$ cat src/fdsup_pkg.sv
// Package for the drive fault supervisor: register map, fields, reset values and timing.
// Assumes a 100 MHz system clock and a 32-bit Avalon-MM register port with byte addresses.
package fdsup_pkg;

   localparam int CLK_PERIOD_NS        = 10;
   localparam int DUAL_HOLD_MS         = 500;
   localparam int DUAL_HOLD_CYCLES     = DUAL_HOLD_MS * 1_000_000 / CLK_PERIOD_NS;
   localparam int BLINK_HALF_MS        = 250;
   localparam int BLINK_HALF_CYCLES    = BLINK_HALF_MS * 1_000_000 / CLK_PERIOD_NS;
   localparam int CNT_W                = 27;

   localparam logic [4:0] ADDR_CTRL    = 5'h00;
   localparam logic [4:0] ADDR_LEVEL   = 5'h04;
   localparam logic [4:0] ADDR_STATUS  = 5'h08;
   localparam logic [4:0] ADDR_MASK    = 5'h0C;
   localparam logic [4:0] ADDR_STATE   = 5'h10;

   localparam int CTRL_MODE_BIT        = 0;
   localparam int CTRL_SOURCE_BIT      = 1;
   localparam int CTRL_RESPONSE_BIT    = 2;
   localparam int CTRL_STOP_BIT        = 3;
   localparam int CTRL_W               = 4;
   localparam logic [CTRL_W-1:0] CTRL_RESET  = 4'h0;
   localparam logic [15:0]       LEVEL_RESET = 16'h0000;

   localparam int EV_W                 = 5;
   localparam logic [EV_W-1:0] EV_RESET = 5'h00;

   // Sticky event layout, shared by status and mask registers.
   typedef struct packed {
      logic dual_direction;
      logic output_block;
      logic sequence_error;
      logic undertorque_trip;
      logic undertorque_warn;
   } fdsup_event_type;

   // Control terminal and measurement inputs.
   typedef struct packed {
      logic        fwd_run;
      logic        rev_run;
      logic        drive_running;
      logic        sequence_change;
      logic        local_remote_sel;
      logic        external_output_block;
      logic [15:0] output_current;
      logic [15:0] output_torque;
   } fdsup_terminal_type;

   // Responses toward the power output stage and the display.
   typedef struct packed {
      logic power_output_enable;
      logic coast_stop;
      logic decel_stop;
      logic fault_contact;
      logic undertorque_alarm;
      logic sequence_error_lamp;
      logic output_block_lamp;
      logic dual_direction_fault;
   } fdsup_response_type;

endpackage

$ cat src/fdsup_hold_timer.sv
// Hold timer: counts cycles while its input stays high and clears when it drops.
// Assumes an input synchronous to clk.
`timescale 1ns/1ns
module fdsup_hold_timer #(
   parameter int LIMIT = fdsup_pkg::DUAL_HOLD_CYCLES
) (
   input  wire logic clk,
   input  wire logic sys_rst,
   input  wire logic hold_in,
   output logic      expired
);
   import fdsup_pkg::*;

   logic [CNT_W-1:0] count_reg;

   always_ff @(posedge clk) begin
      if (sys_rst || !hold_in) begin
         count_reg <= '0;
      end else if (count_reg < CNT_W'(LIMIT)) begin
         count_reg <= count_reg + 1'b1;
      end
   end

   assign expired = hold_in && (count_reg >= CNT_W'(LIMIT - 1));
endmodule

$ cat src/fdsup_blinker.sv
// Blink source for flashing indications: a square wave with a fixed half period.
// Assumes a free-running clk.
`timescale 1ns/1ns
module fdsup_blinker #(
   parameter int HALF = fdsup_pkg::BLINK_HALF_CYCLES
) (
   input  wire logic clk,
   input  wire logic sys_rst,
   output logic      blink
);
   import fdsup_pkg::*;

   logic [CNT_W-1:0] count_reg;
   logic             blink_reg;

   always_ff @(posedge clk) begin
      if (sys_rst) begin
         count_reg <= '0;
         blink_reg <= 1'b0;
      end else if (count_reg >= CNT_W'(HALF - 1)) begin
         count_reg <= '0;
         blink_reg <= ~blink_reg;
      end else begin
         count_reg <= count_reg + 1'b1;
      end
   end

   assign blink = blink_reg;
endmodule

$ cat src/fdsup_top.sv
// Drive fault supervisor: undertorque, sequence error, external output block and
// simultaneous direction command supervision, with an Avalon-MM register port.
// Assumes terminal inputs synchronous to clk and a master that holds each request.
`timescale 1ns/1ns

// What this block does
// - Undertorque as warning flashes the alarm and leaves fault contacts unchanged.
// - Open-loop mode detects undertorque when output current falls below the level.
// - Vector mode compares current or torque, as selected, against the level.
// - Undertorque reaction follows the response selection: warning or trip.
// - Undertorque trip removes power output at once so the motor coasts.
// - A sequence change while running flags a flashing sequence error and coasts.
// - A local/remote change while running is also a sequence error with coasting.
// - External output block flashes its lamp and removes output while asserted.
// - Forward and reverse together for half a second flag a direction fault.
// - A direction fault stops the motor using the selected stop method.
module fdsup_top #(
   parameter int DUAL_HOLD  = fdsup_pkg::DUAL_HOLD_CYCLES,
   parameter int BLINK_HALF = fdsup_pkg::BLINK_HALF_CYCLES
) (
   input  wire logic                         clk,
   input  wire logic                         sys_rst,
   input  wire logic [4:0]                   avs_address,
   input  wire logic                         avs_read,
   input  wire logic                         avs_write,
   input  wire logic [31:0]                  avs_writedata,
   input  wire logic [3:0]                   avs_byteenable,
   output logic [31:0]                       avs_readdata,
   output logic                              avs_waitrequest,
   input  wire fdsup_pkg::fdsup_terminal_type terminals,
   output fdsup_pkg::fdsup_response_type      response,
   output logic                              irq
);
   import fdsup_pkg::*;

   // Register state.
   logic [CTRL_W-1:0]  ctrl_reg;
   logic [15:0]        level_reg;
   fdsup_event_type    status_reg;
   fdsup_event_type    status_next;
   fdsup_event_type    mask_reg;
   fdsup_event_type    events;
   logic [31:0]        readdata_reg;
   logic               rd_status_reg;
   logic               access;
   logic               answering;
   logic               bus_take;
   logic               rd_first;
   logic               wr_take;
   logic               wr_ctrl;
   logic               wr_level;
   logic               wr_mask;
   logic [31:0]        read_mux;
   logic [5:0]         state_word;
   logic [EV_W-1:0]    status_clear;
   logic [EV_W-1:0]    sticky_next;

   // Bus answer sequencer.
   typedef enum {
      BUS_IDLE,
      BUS_ANSWER
   } fdsup_bus_st_type;

   fdsup_bus_st_type   bus_state_reg;
   fdsup_bus_st_type   bus_state_next;

   // Supervision state.
   logic               running_reg;
   logic               seq_change_reg;
   logic               local_remote_reg;
   logic               block_prev_reg;
   logic               ut_trip_reg;
   logic               seq_err_reg;
   logic               dual_fault_reg;
   logic               ut_below;
   logic               ut_detect;
   logic               ut_warn;
   logic               ut_trip_set;
   logic               seq_err_set;
   logic               dual_expired;
   logic               dual_set;
   logic               both_dir;
   logic               seq_rise;
   logic               lr_toggle;
   logic               block_rise;
   logic               coast_cause;
   logic               decel_cause;
   logic               blink;
   logic [15:0]        ut_measure;
   fdsup_response_type response_reg;
   fdsup_response_type response_next;

   // Control fields.
   logic               mode_vector;
   logic               source_torque;
   logic               response_trip;
   logic               stop_coast;

   assign mode_vector   = ctrl_reg[CTRL_MODE_BIT];
   assign source_torque = ctrl_reg[CTRL_SOURCE_BIT];
   assign response_trip = ctrl_reg[CTRL_RESPONSE_BIT];
   assign stop_coast    = ctrl_reg[CTRL_STOP_BIT];

   // Bus handshake: every access is answered on the second edge.
   assign access          = avs_read || avs_write;
   assign answering       = (bus_state_reg == BUS_ANSWER);
   assign avs_waitrequest = access && !answering;
   assign bus_take        = access && answering;
   assign rd_first        = avs_read && !answering;
   assign avs_readdata    = readdata_reg;

   always_ff @(posedge clk) begin
      if (sys_rst) begin
         bus_state_reg <= BUS_IDLE;
      end else begin
         bus_state_reg <= bus_state_next;
      end
   end

   always_comb begin
      bus_state_next = bus_state_reg;
      case (bus_state_reg)
         BUS_IDLE: begin
            if (access) begin
               bus_state_next = BUS_ANSWER;
            end
         end
         BUS_ANSWER: begin
            bus_state_next = BUS_IDLE;
         end
         default: begin
            bus_state_next = BUS_IDLE;
         end
      endcase
   end

   // Write strobes, decoded once for all registers.
   assign wr_take  = bus_take && avs_write;
   assign wr_ctrl  = wr_take && (avs_address == ADDR_CTRL);
   assign wr_level = wr_take && (avs_address == ADDR_LEVEL);
   assign wr_mask  = wr_take && (avs_address == ADDR_MASK);

   // Live fault state as software sees it.
   assign state_word[0] = ut_trip_reg;
   assign state_word[1] = seq_err_reg;
   assign state_word[2] = dual_fault_reg;
   assign state_word[3] = terminals.external_output_block;
   assign state_word[4] = ut_warn;
   assign state_word[5] = response_reg.power_output_enable;

   // Read data is prepared on the first edge and stands at the accepting edge.
   always_comb begin
      read_mux = 32'h0000_0000;
      if (avs_address == ADDR_CTRL) begin
         read_mux[CTRL_W-1:0] = ctrl_reg;
      end else if (avs_address == ADDR_LEVEL) begin
         read_mux[15:0] = level_reg;
      end else if (avs_address == ADDR_STATUS) begin
         read_mux[EV_W-1:0] = status_reg;
      end else if (avs_address == ADDR_MASK) begin
         read_mux[EV_W-1:0] = mask_reg;
      end else if (avs_address == ADDR_STATE) begin
         read_mux[5:0] = state_word;
      end
   end

   always_ff @(posedge clk) begin
      if (sys_rst) begin
         readdata_reg  <= 32'h0000_0000;
         rd_status_reg <= 1'b0;
      end else if (rd_first) begin
         readdata_reg  <= read_mux;
         rd_status_reg <= (avs_address == ADDR_STATUS);
      end
   end

   // Writable registers, honouring byte enables.
   always_ff @(posedge clk) begin
      if (sys_rst) begin
         ctrl_reg <= CTRL_RESET;
      end else if (wr_ctrl && avs_byteenable[0]) begin
         ctrl_reg <= avs_writedata[CTRL_W-1:0];
      end
   end

   always_ff @(posedge clk) begin
      if (sys_rst) begin
         level_reg <= LEVEL_RESET;
      end else if (wr_level) begin
         if (avs_byteenable[0]) begin
            level_reg[7:0] <= avs_writedata[7:0];
         end
         if (avs_byteenable[1]) begin
            level_reg[15:8] <= avs_writedata[15:8];
         end
      end
   end

   always_ff @(posedge clk) begin
      if (sys_rst) begin
         mask_reg <= EV_RESET;
      end else if (wr_mask && avs_byteenable[0]) begin
         mask_reg <= avs_writedata[EV_W-1:0];
      end
   end

   // Undertorque detection.
   always_comb begin
      if (mode_vector && source_torque) begin
         ut_measure = terminals.output_torque;
      end else begin
         ut_measure = terminals.output_current;
      end
   end

   assign ut_below    = ut_measure < level_reg;
   assign ut_detect   = terminals.drive_running && ut_below;
   assign ut_warn     = ut_detect && !response_trip;
   assign ut_trip_set = ut_detect && response_trip;

   // Input history for change detection while running.
   always_ff @(posedge clk) begin
      if (sys_rst) begin
         running_reg      <= 1'b0;
         seq_change_reg   <= 1'b0;
         local_remote_reg <= 1'b0;
         block_prev_reg   <= 1'b0;
      end else begin
         running_reg      <= terminals.drive_running;
         seq_change_reg   <= terminals.sequence_change;
         local_remote_reg <= terminals.local_remote_sel;
         block_prev_reg   <= terminals.external_output_block;
      end
   end

   assign seq_rise    = terminals.sequence_change && !seq_change_reg;
   assign lr_toggle   = terminals.local_remote_sel != local_remote_reg;
   assign seq_err_set = running_reg && terminals.drive_running && (seq_rise || lr_toggle);
   assign block_rise  = terminals.external_output_block && !block_prev_reg;
   assign both_dir    = terminals.fwd_run && terminals.rev_run;

   // Simultaneous direction command timer.
   fdsup_hold_timer #(
      .LIMIT (DUAL_HOLD)
   ) u_dual_timer (
      .clk     (clk),
      .sys_rst (sys_rst),
      .hold_in (both_dir),
      .expired (dual_expired)
   );

   assign dual_set = dual_expired;

   fdsup_blinker #(
      .HALF (BLINK_HALF)
   ) u_blinker (
      .clk     (clk),
      .sys_rst (sys_rst),
      .blink   (blink)
   );

   // Latched faults, held until reset.
   always_ff @(posedge clk) begin
      if (sys_rst) begin
         ut_trip_reg    <= 1'b0;
         seq_err_reg    <= 1'b0;
         dual_fault_reg <= 1'b0;
      end else begin
         if (ut_trip_set) begin
            ut_trip_reg <= 1'b1;
         end
         if (seq_err_set) begin
            seq_err_reg <= 1'b1;
         end
         if (dual_set) begin
            dual_fault_reg <= 1'b1;
         end
      end
   end

   // Event sources, one for each sticky status bit.
   always_comb begin
      events                  = EV_RESET;
      events.undertorque_warn = ut_warn;
      events.undertorque_trip = ut_trip_set;
      events.sequence_error   = seq_err_set;
      events.output_block     = block_rise;
      events.dual_direction   = dual_set;
   end

   // A status read clears only the bits it returned.
   assign status_clear = (bus_take && avs_read && rd_status_reg) ? readdata_reg[EV_W-1:0] : EV_RESET;

   // Each sticky bit; an event in the clearing cycle wins.
   for (genvar i = 0; i < EV_W; i++) begin : g_sticky
      assign sticky_next[i] = events[i] || (status_reg[i] && !status_clear[i]);
   end

   assign status_next = sticky_next;

   always_ff @(posedge clk) begin
      if (sys_rst) begin
         status_reg <= EV_RESET;
      end else begin
         status_reg <= status_next;
      end
   end

   always_ff @(posedge clk) begin
      if (sys_rst) begin
         irq <= 1'b0;
      end else begin
         irq <= |(status_next & mask_reg);
      end
   end

   // Any coast cause removes output at once; deceleration only when nothing asks to coast.
   assign coast_cause = ut_trip_reg || ut_trip_set ||
                        seq_err_reg || seq_err_set ||
                        terminals.external_output_block ||
                        (dual_fault_reg && stop_coast);
   assign decel_cause = dual_fault_reg && !stop_coast && !coast_cause;

   // Output stage responses.
   always_comb begin
      response_next.coast_stop = coast_cause;
      response_next.decel_stop = decel_cause;
      response_next.power_output_enable = !coast_cause;
      response_next.fault_contact = ut_trip_reg || seq_err_reg || dual_fault_reg;
      response_next.undertorque_alarm = ut_trip_reg || ut_trip_set || (ut_warn && blink);
      response_next.sequence_error_lamp = seq_err_reg && blink;
      response_next.output_block_lamp = terminals.external_output_block && blink;
      response_next.dual_direction_fault = dual_fault_reg;
   end

   always_ff @(posedge clk) begin
      if (sys_rst) begin
         response_reg <= '0;
      end else begin
         response_reg <= response_next;
      end
   end

   assign response = response_reg;
endmodule

$ cat config.mk
export PLATFORM = sky130hd
export DESIGN_NAME = fdsup_top
export DESIGN_NICKNAME = d
export VERILOG_FILES = /design/src/fdsup_pkg.sv /design/src/fdsup_hold_timer.sv /design/src/fdsup_blinker.sv /design/src/fdsup_top.sv
export SDC_FILE = /design/constraint.sdc
export NUM_CORES = 1
export LEC_CHECK = 0
export ABC_AREA = 1
export BUFFER_PORTS_ARGS = -buffer_cell sky130_fd_sc_hd__buf_2
export CAP_MARGIN = 20
export CORE_MARGIN = 2
export CORE_UTILIZATION = 25
export CTS_BUF_LIST = sky130_fd_sc_hd__clkbuf_4
export CTS_CLUSTER_DIAMETER = 150
export CTS_CLUSTER_SIZE = 14
export DETAILED_ROUTE_END_ITERATION = 8
export SLEW_MARGIN = 20
export SYNTH_ARGS = -nofsm -noshare
export SYNTH_HDL_FRONTEND = slang
export SYNTH_SLANG_ARGS = --single-unit
$ cat constraint.sdc
create_clock -name clk -period 3.8 [get_ports clk]
set_input_delay 0.95 -clock clk [delete_from_list [all_inputs] [get_ports clk]]
set_output_delay 0.95 -clock clk [all_outputs]
set_load 0.01 [all_outputs]
==> results of run 1 <==
[logic make-up after synthesis]
kind of cell	Yosys count	synth area share (%)
buffers and inverters	150	10.2
muxes	15	2.74
xor gates and xnor gates	22	3.12
adders and majority gates	17	3.44
other	1	0.0607
DFF	119	38.6
AOI/OAI and AO/OA	145	13.1
and+or+nand+nor	370	28.8
[cell type report]
cell class / instances / area (sq um) / share of cell area [%]
clock buffers: 19 / 143 / 1.98
inverters: 113 / 427 / 5.93
repair buffers: 96 / 503 / 6.99
well taps: 324 / 405 / 5.63
diodes: 1 / 2.50 / 0.0348
flip-flops and latches: 119 / 2380 / 33.1
clock inverters: 12 / 111 / 1.55
multi-input cells: 587 / 3230 / 44.8
[per-stage QoR]
stage	hold WS (ns)	worst slack (ns)
after floorplan	0.429	1.20
after global placement	0.441	0.671
after detailed placement	0.450	0.671
after CTS	0.466	0.910
after global routing	0.496	0.688
final	0.466	0.902
[Yosys cell counts, types with 2 or more instances]
| library cell | count | area [sq um] |
|---|---|---|
| mux2_2 | 15 | 169 |
| buf_4 | 16 | 120 |
| nand2_4 | 6 | 67.6 |
| nand3_1 | 43 | 215 |
| a211oi_1 | 3 | 22.5 |
| nand3_2 | 3 | 30.0 |
| o211ai_1 | 4 | 30.0 |
| or2_2 | 6 | 37.5 |
| o221ai_1 | 4 | 35.0 |
| nor3_1 | 29 | 145 |
| o2111ai_1 | 3 | 26.3 |
| nor2_1 | 83 | 312 |
| xor2_1 | 18 | 158 |
| clkbuf_1 | 16 | 60.1 |
| dfxtp_1 | 119 | 2380 |
| ha_1 | 17 | 213 |
| a21oi_1 | 75 | 375 |
| inv_1 | 106 | 398 |
| nor3b_1 | 4 | 30.0 |
| nand2_1 | 146 | 548 |
| inv_2 | 6 | 22.5 |
| nand4_1 | 21 | 131 |
| nor2_4 | 7 | 78.8 |
| a31oi_1 | 4 | 25.0 |
| o21ai_0 | 42 | 210 |
| buf_2 | 4 | 20.0 |
| o31ai_1 | 2 | 15.0 |
| xnor2_1 | 4 | 35.0 |
| nor2_2 | 5 | 31.3 |
| nor3_2 | 4 | 40.0 |
| nand2_2 | 3 | 18.8 |
| nor4_1 | 5 | 31.3 |
[routing by layer]
| metal | vias to the layer above | share of wire (%) |
|---|---|---|
| li1 | 2930 | - |
| met1 | 2509 | 48 |
| met2 | 83 | 46 |
| met3 | 25 | 3.4 |
| met4 | 0 | 2.4 |
| met5 | - | 0 |
[how the worst max path moves through the flow]
| stage | from | to |
|---|---|---|
| final | ctrl_reg[1] | response[6] |
| after detailed placement | terminals[31] | response[7] |
| after CTS | ctrl_reg[1] | response[6] |
| after global placement | terminals[31] | response[6] |
| after floorplan | ctrl_reg[1] | response[7] |
| after global routing | ctrl_reg[1] | response[6] |
[worst register-to-register path, cell delays in order, from the launching register on]
cell	delay (ns)
dfxtp_1	0.34
nand2_1	0.32
mux2_2	0.40
ha_1	0.31
a211o_1	0.30
nor3_1	0.53
nand3_1	0.24
nand2_1	0.10
inv_1	0.08
o211ai_1	0.11
nand2_1	0.07
inv_1	0.07
[power by group through the flow]
stage / clock network (W) / logic, W / registers [W]
global route: 0.000935 / 0.000181 / 0.00127
CTS: 0.000886 / 0.000160 / 0.00127
floorplan: 0 / 0.000102 / 0.00130
global placement: 0 / 0.000156 / 0.00130
finish: 0.000853 / 0.000158 / 0.00127
detailed placement: 0 / 0.000159 / 0.00130
==> flow_metrics.py, run 1 <==
metrics = {
    "clock_network": {
        "clk_latency_ns": 0.54,
        "clk_pin_slew_ns": 0.10,
        "hold_buffers": 0,
        "cts_setup_buffers": 0,
        "cts_tree": "done",
        "htree_levels": 4,
        "clock_sinks": 119,
        "cts_resized": 0,
        "cts-buffers-inserted": 17,
        "clockBufferDepth": 2,
        "cts_root_buf": "clkbuf_4",
    },
    "flow_run": {
        "cap_viol_max_count": 0,
    },
    "finish": {
        "area_growth_pct": 16.6,
        "finish.utilization_pct": 29.6,
        "layout.nets": 1034,
        "final_common_cell": "nand2_1",
        "drive_gt1_share_pct": 19.2,
        "layout_common_cells": "nand2_1 (146), dfxtp_1 (119), inv_1 (106)",
        "finalInstanceArea_sq_um": 7200,
        "finalNonFillerCells": 1271,
        "fillers": 2654,
    },
    "worst_setup_path": {
        "startpoint_type": "flop",
        "path_depth": 11,
        "r2r_end": "response[6]",
        "worst_path_most_repeated_cell": "nand2_1",
        "r2r_start": "ctrl_reg[1]",
        "cpLargestDelayFamily": "simple AND/OR/NAND/NOR gates",
        "slowest_stage": "nor3_1",
        "cp.required_ns": 4.29,
        "crit_fanout": 9,
        "ff2ff_path_depth": 11,
        "arrival_ns": 3.38,
        "path_class": "reg -> reg",
        "cp_cell_sequence": "nand2_1 -> mux2_2 -> ha_1 -> a211o_1 -> nor3_1 -> nand3_1 -> nand2_1 -> inv_1 -> o211ai_1 -> nand2_1 -> inv_1",
        "path_buf_inv": 2,
        "reg2reg_slack_ns": 0.90,
        "crit_path_end_kind": "flop",
        "critical_path.max_stage_delay_ns": 0.53,
    },
    "pwr": {
        "p_int_w": 0.00171,
        "total_power_w": 0.00228,
        "power_switching_w": 0.000569,
        "p_seq_share_pct": 55.7,
        "comb_power_share_pct": 6.9,
        "power.share.switching_pct": 24.9,
        "ir_worst_vdd_v": 0.000176,
        "pwr-share-clk_pct": 37.4,
        "p_leak_nw": 2.79,
        "cellPowerDensity_nw_per_um2": 317,
    },
    "timing": {
        "fmax_ghz": 0.345,
        "hold_violations": 0,
        "slew-limit-headroom_pct": 53.8,
        "min_period_ns": 2.90,
        "rsz0062_at_grt": "false",
        "tightest_slew_ns": 0.692,
        "fin_setup_tns_ns": 0,
        "fin_crit_sh_pct": 76.3,
        "setup_viol": 0,
        "slew_viol_final": 0,
        "fin_skew_ns": 0.0141,
    },
    "logic_synthesis": {
        "yosysSeqAreaShare_pct": 38.6,
        "synth_edf_count": 0,
        "synthArstFlopShare_pct": 0,
        "synth_seq_cells": 119,
        "synthesis.instances": 839,
        "synth_cell_types": 48,
        "synthFlopType": "dfxtp_1",
        "avgSynthCellArea_sq_um": 7.36,
        "ys_warn_count": 0,
        "synth_area_sq_um": 6170,
    },
    "global_routing": {
        "grt_use_met3_pct": 2.88,
        "grt.busiest_layer": "met2",
        "grtUsageTotal_pct": 11.8,
        "grt_max_degree": 35,
        "grt_pass1_vias": 5206,
        "grtUsageMet2_pct": 18.9,
        "overflow": 0,
        "met1_usage_pct": 15.1,
        "grt_first_pass_wirelength_microns": 24800,
        "antenna_found_initial": 1,
    },
    "floorplan": {
        "design.core.area_sq_um": 24300,
        "die_area_sq_um": 26000,
        "io_pins": 125,
        "die_w_microns": 161,
        "die_h_microns": 161,
        "core.rowCount": 57,
        "initial_utilization_pct": 25.4,
    },
    "route": {
        "antenna_left": 0,
        "viasPerCell": 4.36,
        "dr.pass1.iters": 6,
        "wl_microns": 14900,
        "vias": 5547,
        "drc": 0,
        "drtIter0Drc": 385,
        "wl_per_cell_microns": 11.7,
    },
    "worst_hold_path": {
        "hold_depth": 2,
        "hp-class": "reg -> reg",
        "hp-start": "avs_readdata[12]",
        "holdPathEnd": "avs_readdata[12]",
    },
    "outcome": {
        "status": "completed",
    },
    "place": {
        "dp_hpwl_microns": 11600,
        "dp_cells": 1239,
        "place_congestion": 0.875,
        "portBuffers": 90,
        "placedInstanceArea_sq_um": 6940,
    },
}
No activity file was read; power rests on OpenSTA's default activity.
==> run 2, diff against run 1 <==
==> constraint.sdc (replaced) <==
create_clock -name clk -period 2.6 [get_ports clk]
set_input_delay 0.65 -clock clk [delete_from_list [all_inputs] [get_ports clk]]
set_output_delay 0.65 -clock clk [all_outputs]
set_load 0.01 [all_outputs]
==> flow_metrics.py, run 2 (synthesis results as in run 1) <==
metrics = {
    "outcome": {
        "status": "completed",
    },
    "route": {
        "wl_microns": 15300,
        "viasPerCell": 4.37,
        "antenna_left": 0,
        "drc": 0,
        "drtIter0Drc": 397,
        "dr.pass1.iters": 5,
        "wl_per_cell_microns": 11.9,
        "vias": 5621,
    },
    "timing": {
        "fmax_ghz": 0.411,
        "fin_setup_tns_ns": 0,
        "timing.hold.ws_ns": 0.326,
        "min_period_ns": 2.43,
        "hold_violations": 0,
        "slew-limit-headroom_pct": 66.2,
        "slew_viol_final": 0,
        "tightest_slew_ns": 0.507,
        "setup_viol": 0,
        "fin_skew_ns": 0.0179,
        "fin_crit_sh_pct": 93.6,
    },
    "worst_setup_path": {
        "critical_path.max_stage_delay_ns": 0.36,
        "slowest_stage": "dfxtp_2",
        "crit_path_end_kind": "flop",
        "cp.required_ns": 3.10,
        "startpoint_type": "flop",
        "arrival_ns": 2.93,
        "cp_cell_sequence": "nand2_4 -> clkbuf_16 -> mux2_2 -> ha_1 -> a211o_1 -> nor3_1 -> buf_4 -> nand3_2 -> nand2_1 -> inv_1 -> o211ai_1 -> nand2_1 -> inv_1",
        "crit_fanout": 7,
        "path_class": "reg -> reg",
        "cpLargestDelayFamily": "simple AND/OR/NAND/NOR gates",
        "path_buf_inv": 4,
    },
    "finish": {
        "final_common_cell": "nand2_1",
        "finalInstanceArea_sq_um": 7440,
        "drive_gt1_share_pct": 21.7,
        "finish.utilization_pct": 30.6,
        "area_growth_pct": 20.4,
        "layout.nets": 1048,
        "layout_common_cells": "nand2_1 (144), dfxtp_1 (117), inv_1 (106)",
    },
    "global_routing": {
        "overflow": 0,
        "grt_first_pass_wirelength_microns": 25300,
        "antenna_found_initial": 1,
        "grtUsageTotal_pct": 12.0,
        "grt_max_degree": 34,
        "grt_pass1_vias": 5266,
    },
    "clock_network": {
        "cts_tree": "done",
        "cts_root_buf": "clkbuf_4",
        "clock_sinks": 119,
        "cts-buffers-inserted": 17,
        "hold_buffers": 0,
        "clk_pin_slew_ns": 0.11,
        "clockBufferDepth": 2,
        "clk_latency_ns": 0.55,
        "htree_levels": 4,
    },
    "pwr": {
        "power.share.switching_pct": 25.3,
        "power_switching_w": 0.000919,
        "p_int_w": 0.00271,
        "p_seq_share_pct": 51.3,
        "total_power_w": 0.00363,
        "p_leak_nw": 2.92,
        "pwr-share-clk_pct": 42.2,
        "cellPowerDensity_nw_per_um2": 488,
        "comb_power_share_pct": 6.6,
        "ir_worst_vdd_v": 0.000197,
    },
    "floorplan": {
        "design.core.area_sq_um": 24300,
        "die_w_microns": 161,
        "initial_utilization_pct": 25.4,
        "die_area_sq_um": 26000,
        "core.rowCount": 57,
        "io_pins": 125,
        "die_h_microns": 161,
    },
    "place": {
        "portBuffers": 90,
        "dp_hpwl_microns": 11700,
        "placedInstanceArea_sq_um": 7010,
        "place_congestion": 0.865,
    },
    "flow_run": {
        "cap_viol_max_count": 0,
    },
    "worst_hold_path": {
        "hp-class": "in -> reg",
    },
}
==> run 2: repair_timing <==
action,4_1_cts,5_1_grt
setup endpoints to repair,0,7
buffers inserted,0,5
gates resized for setup,0,9
endpoints found under the hold margin,0,0
==> run 2: worst min-delay path: stages <==
cell and delay (ns):
buf_2 0.08, inv_1 0.04, nor2_1 0.07
==> run 2: final cells by class <==
type / count / area (sq um)
diodes: 1 / 2.50
multi-input cells: 587 / 3260
clock inverters: 15 / 200
fillers: 2614 / 16900
flip-flops and latches: 119 / 2380
inverters: 113 / 427
well taps: 324 / 405
clock buffers: 17 / 128
repair buffers: 110 / 631
==> run 2: worst paths after layout <==
path                           to  cells after the start             from  slack (ns)
setup / recovery      response[6]                     13      ctrl_reg[0]        0.17
hold / removal     seq_change_reg                      3    terminals[34]        0.33
hold reg to reg   avs_readdata[6]                      2  avs_readdata[6]        0.47
setup reg to reg      response[6]                     13      ctrl_reg[0]        0.17
==> run 2: metrics by stage <==
step	instances	setup slack, ns
2_1_floorplan	856	0.125
3_3_place_gp	1247	-0.00367
3_5_place_dp	1247	-0.0179
4_1_cts	1279	0.0396
5_1_grt	1286	-0.00619
6_report	1286	0.167
==> run 2: power by group through the flow <==
stage                     logic (W)  registers [W]  clock network [W]
after floorplan            0.000148        0.00190                  0
after global placement     0.000233        0.00190                  0
after detailed placement   0.000237        0.00190                  0
after CTS                  0.000238        0.00186            0.00158
after global routing       0.000271        0.00186            0.00167
final                      0.000238        0.00186            0.00153
==> run 2: metal layers <==
layer | share of wire, % | vias to the layer above | track usage (%)
met5 | 0 | - | 0
met4 | 2.1 | 0 | 5.07
met3 | 3.7 | 22 | 2.65
met2 | 46 | 95 | 19.1
met1 | 48 | 2540 | 15.7
li1 | - | 2964 | -
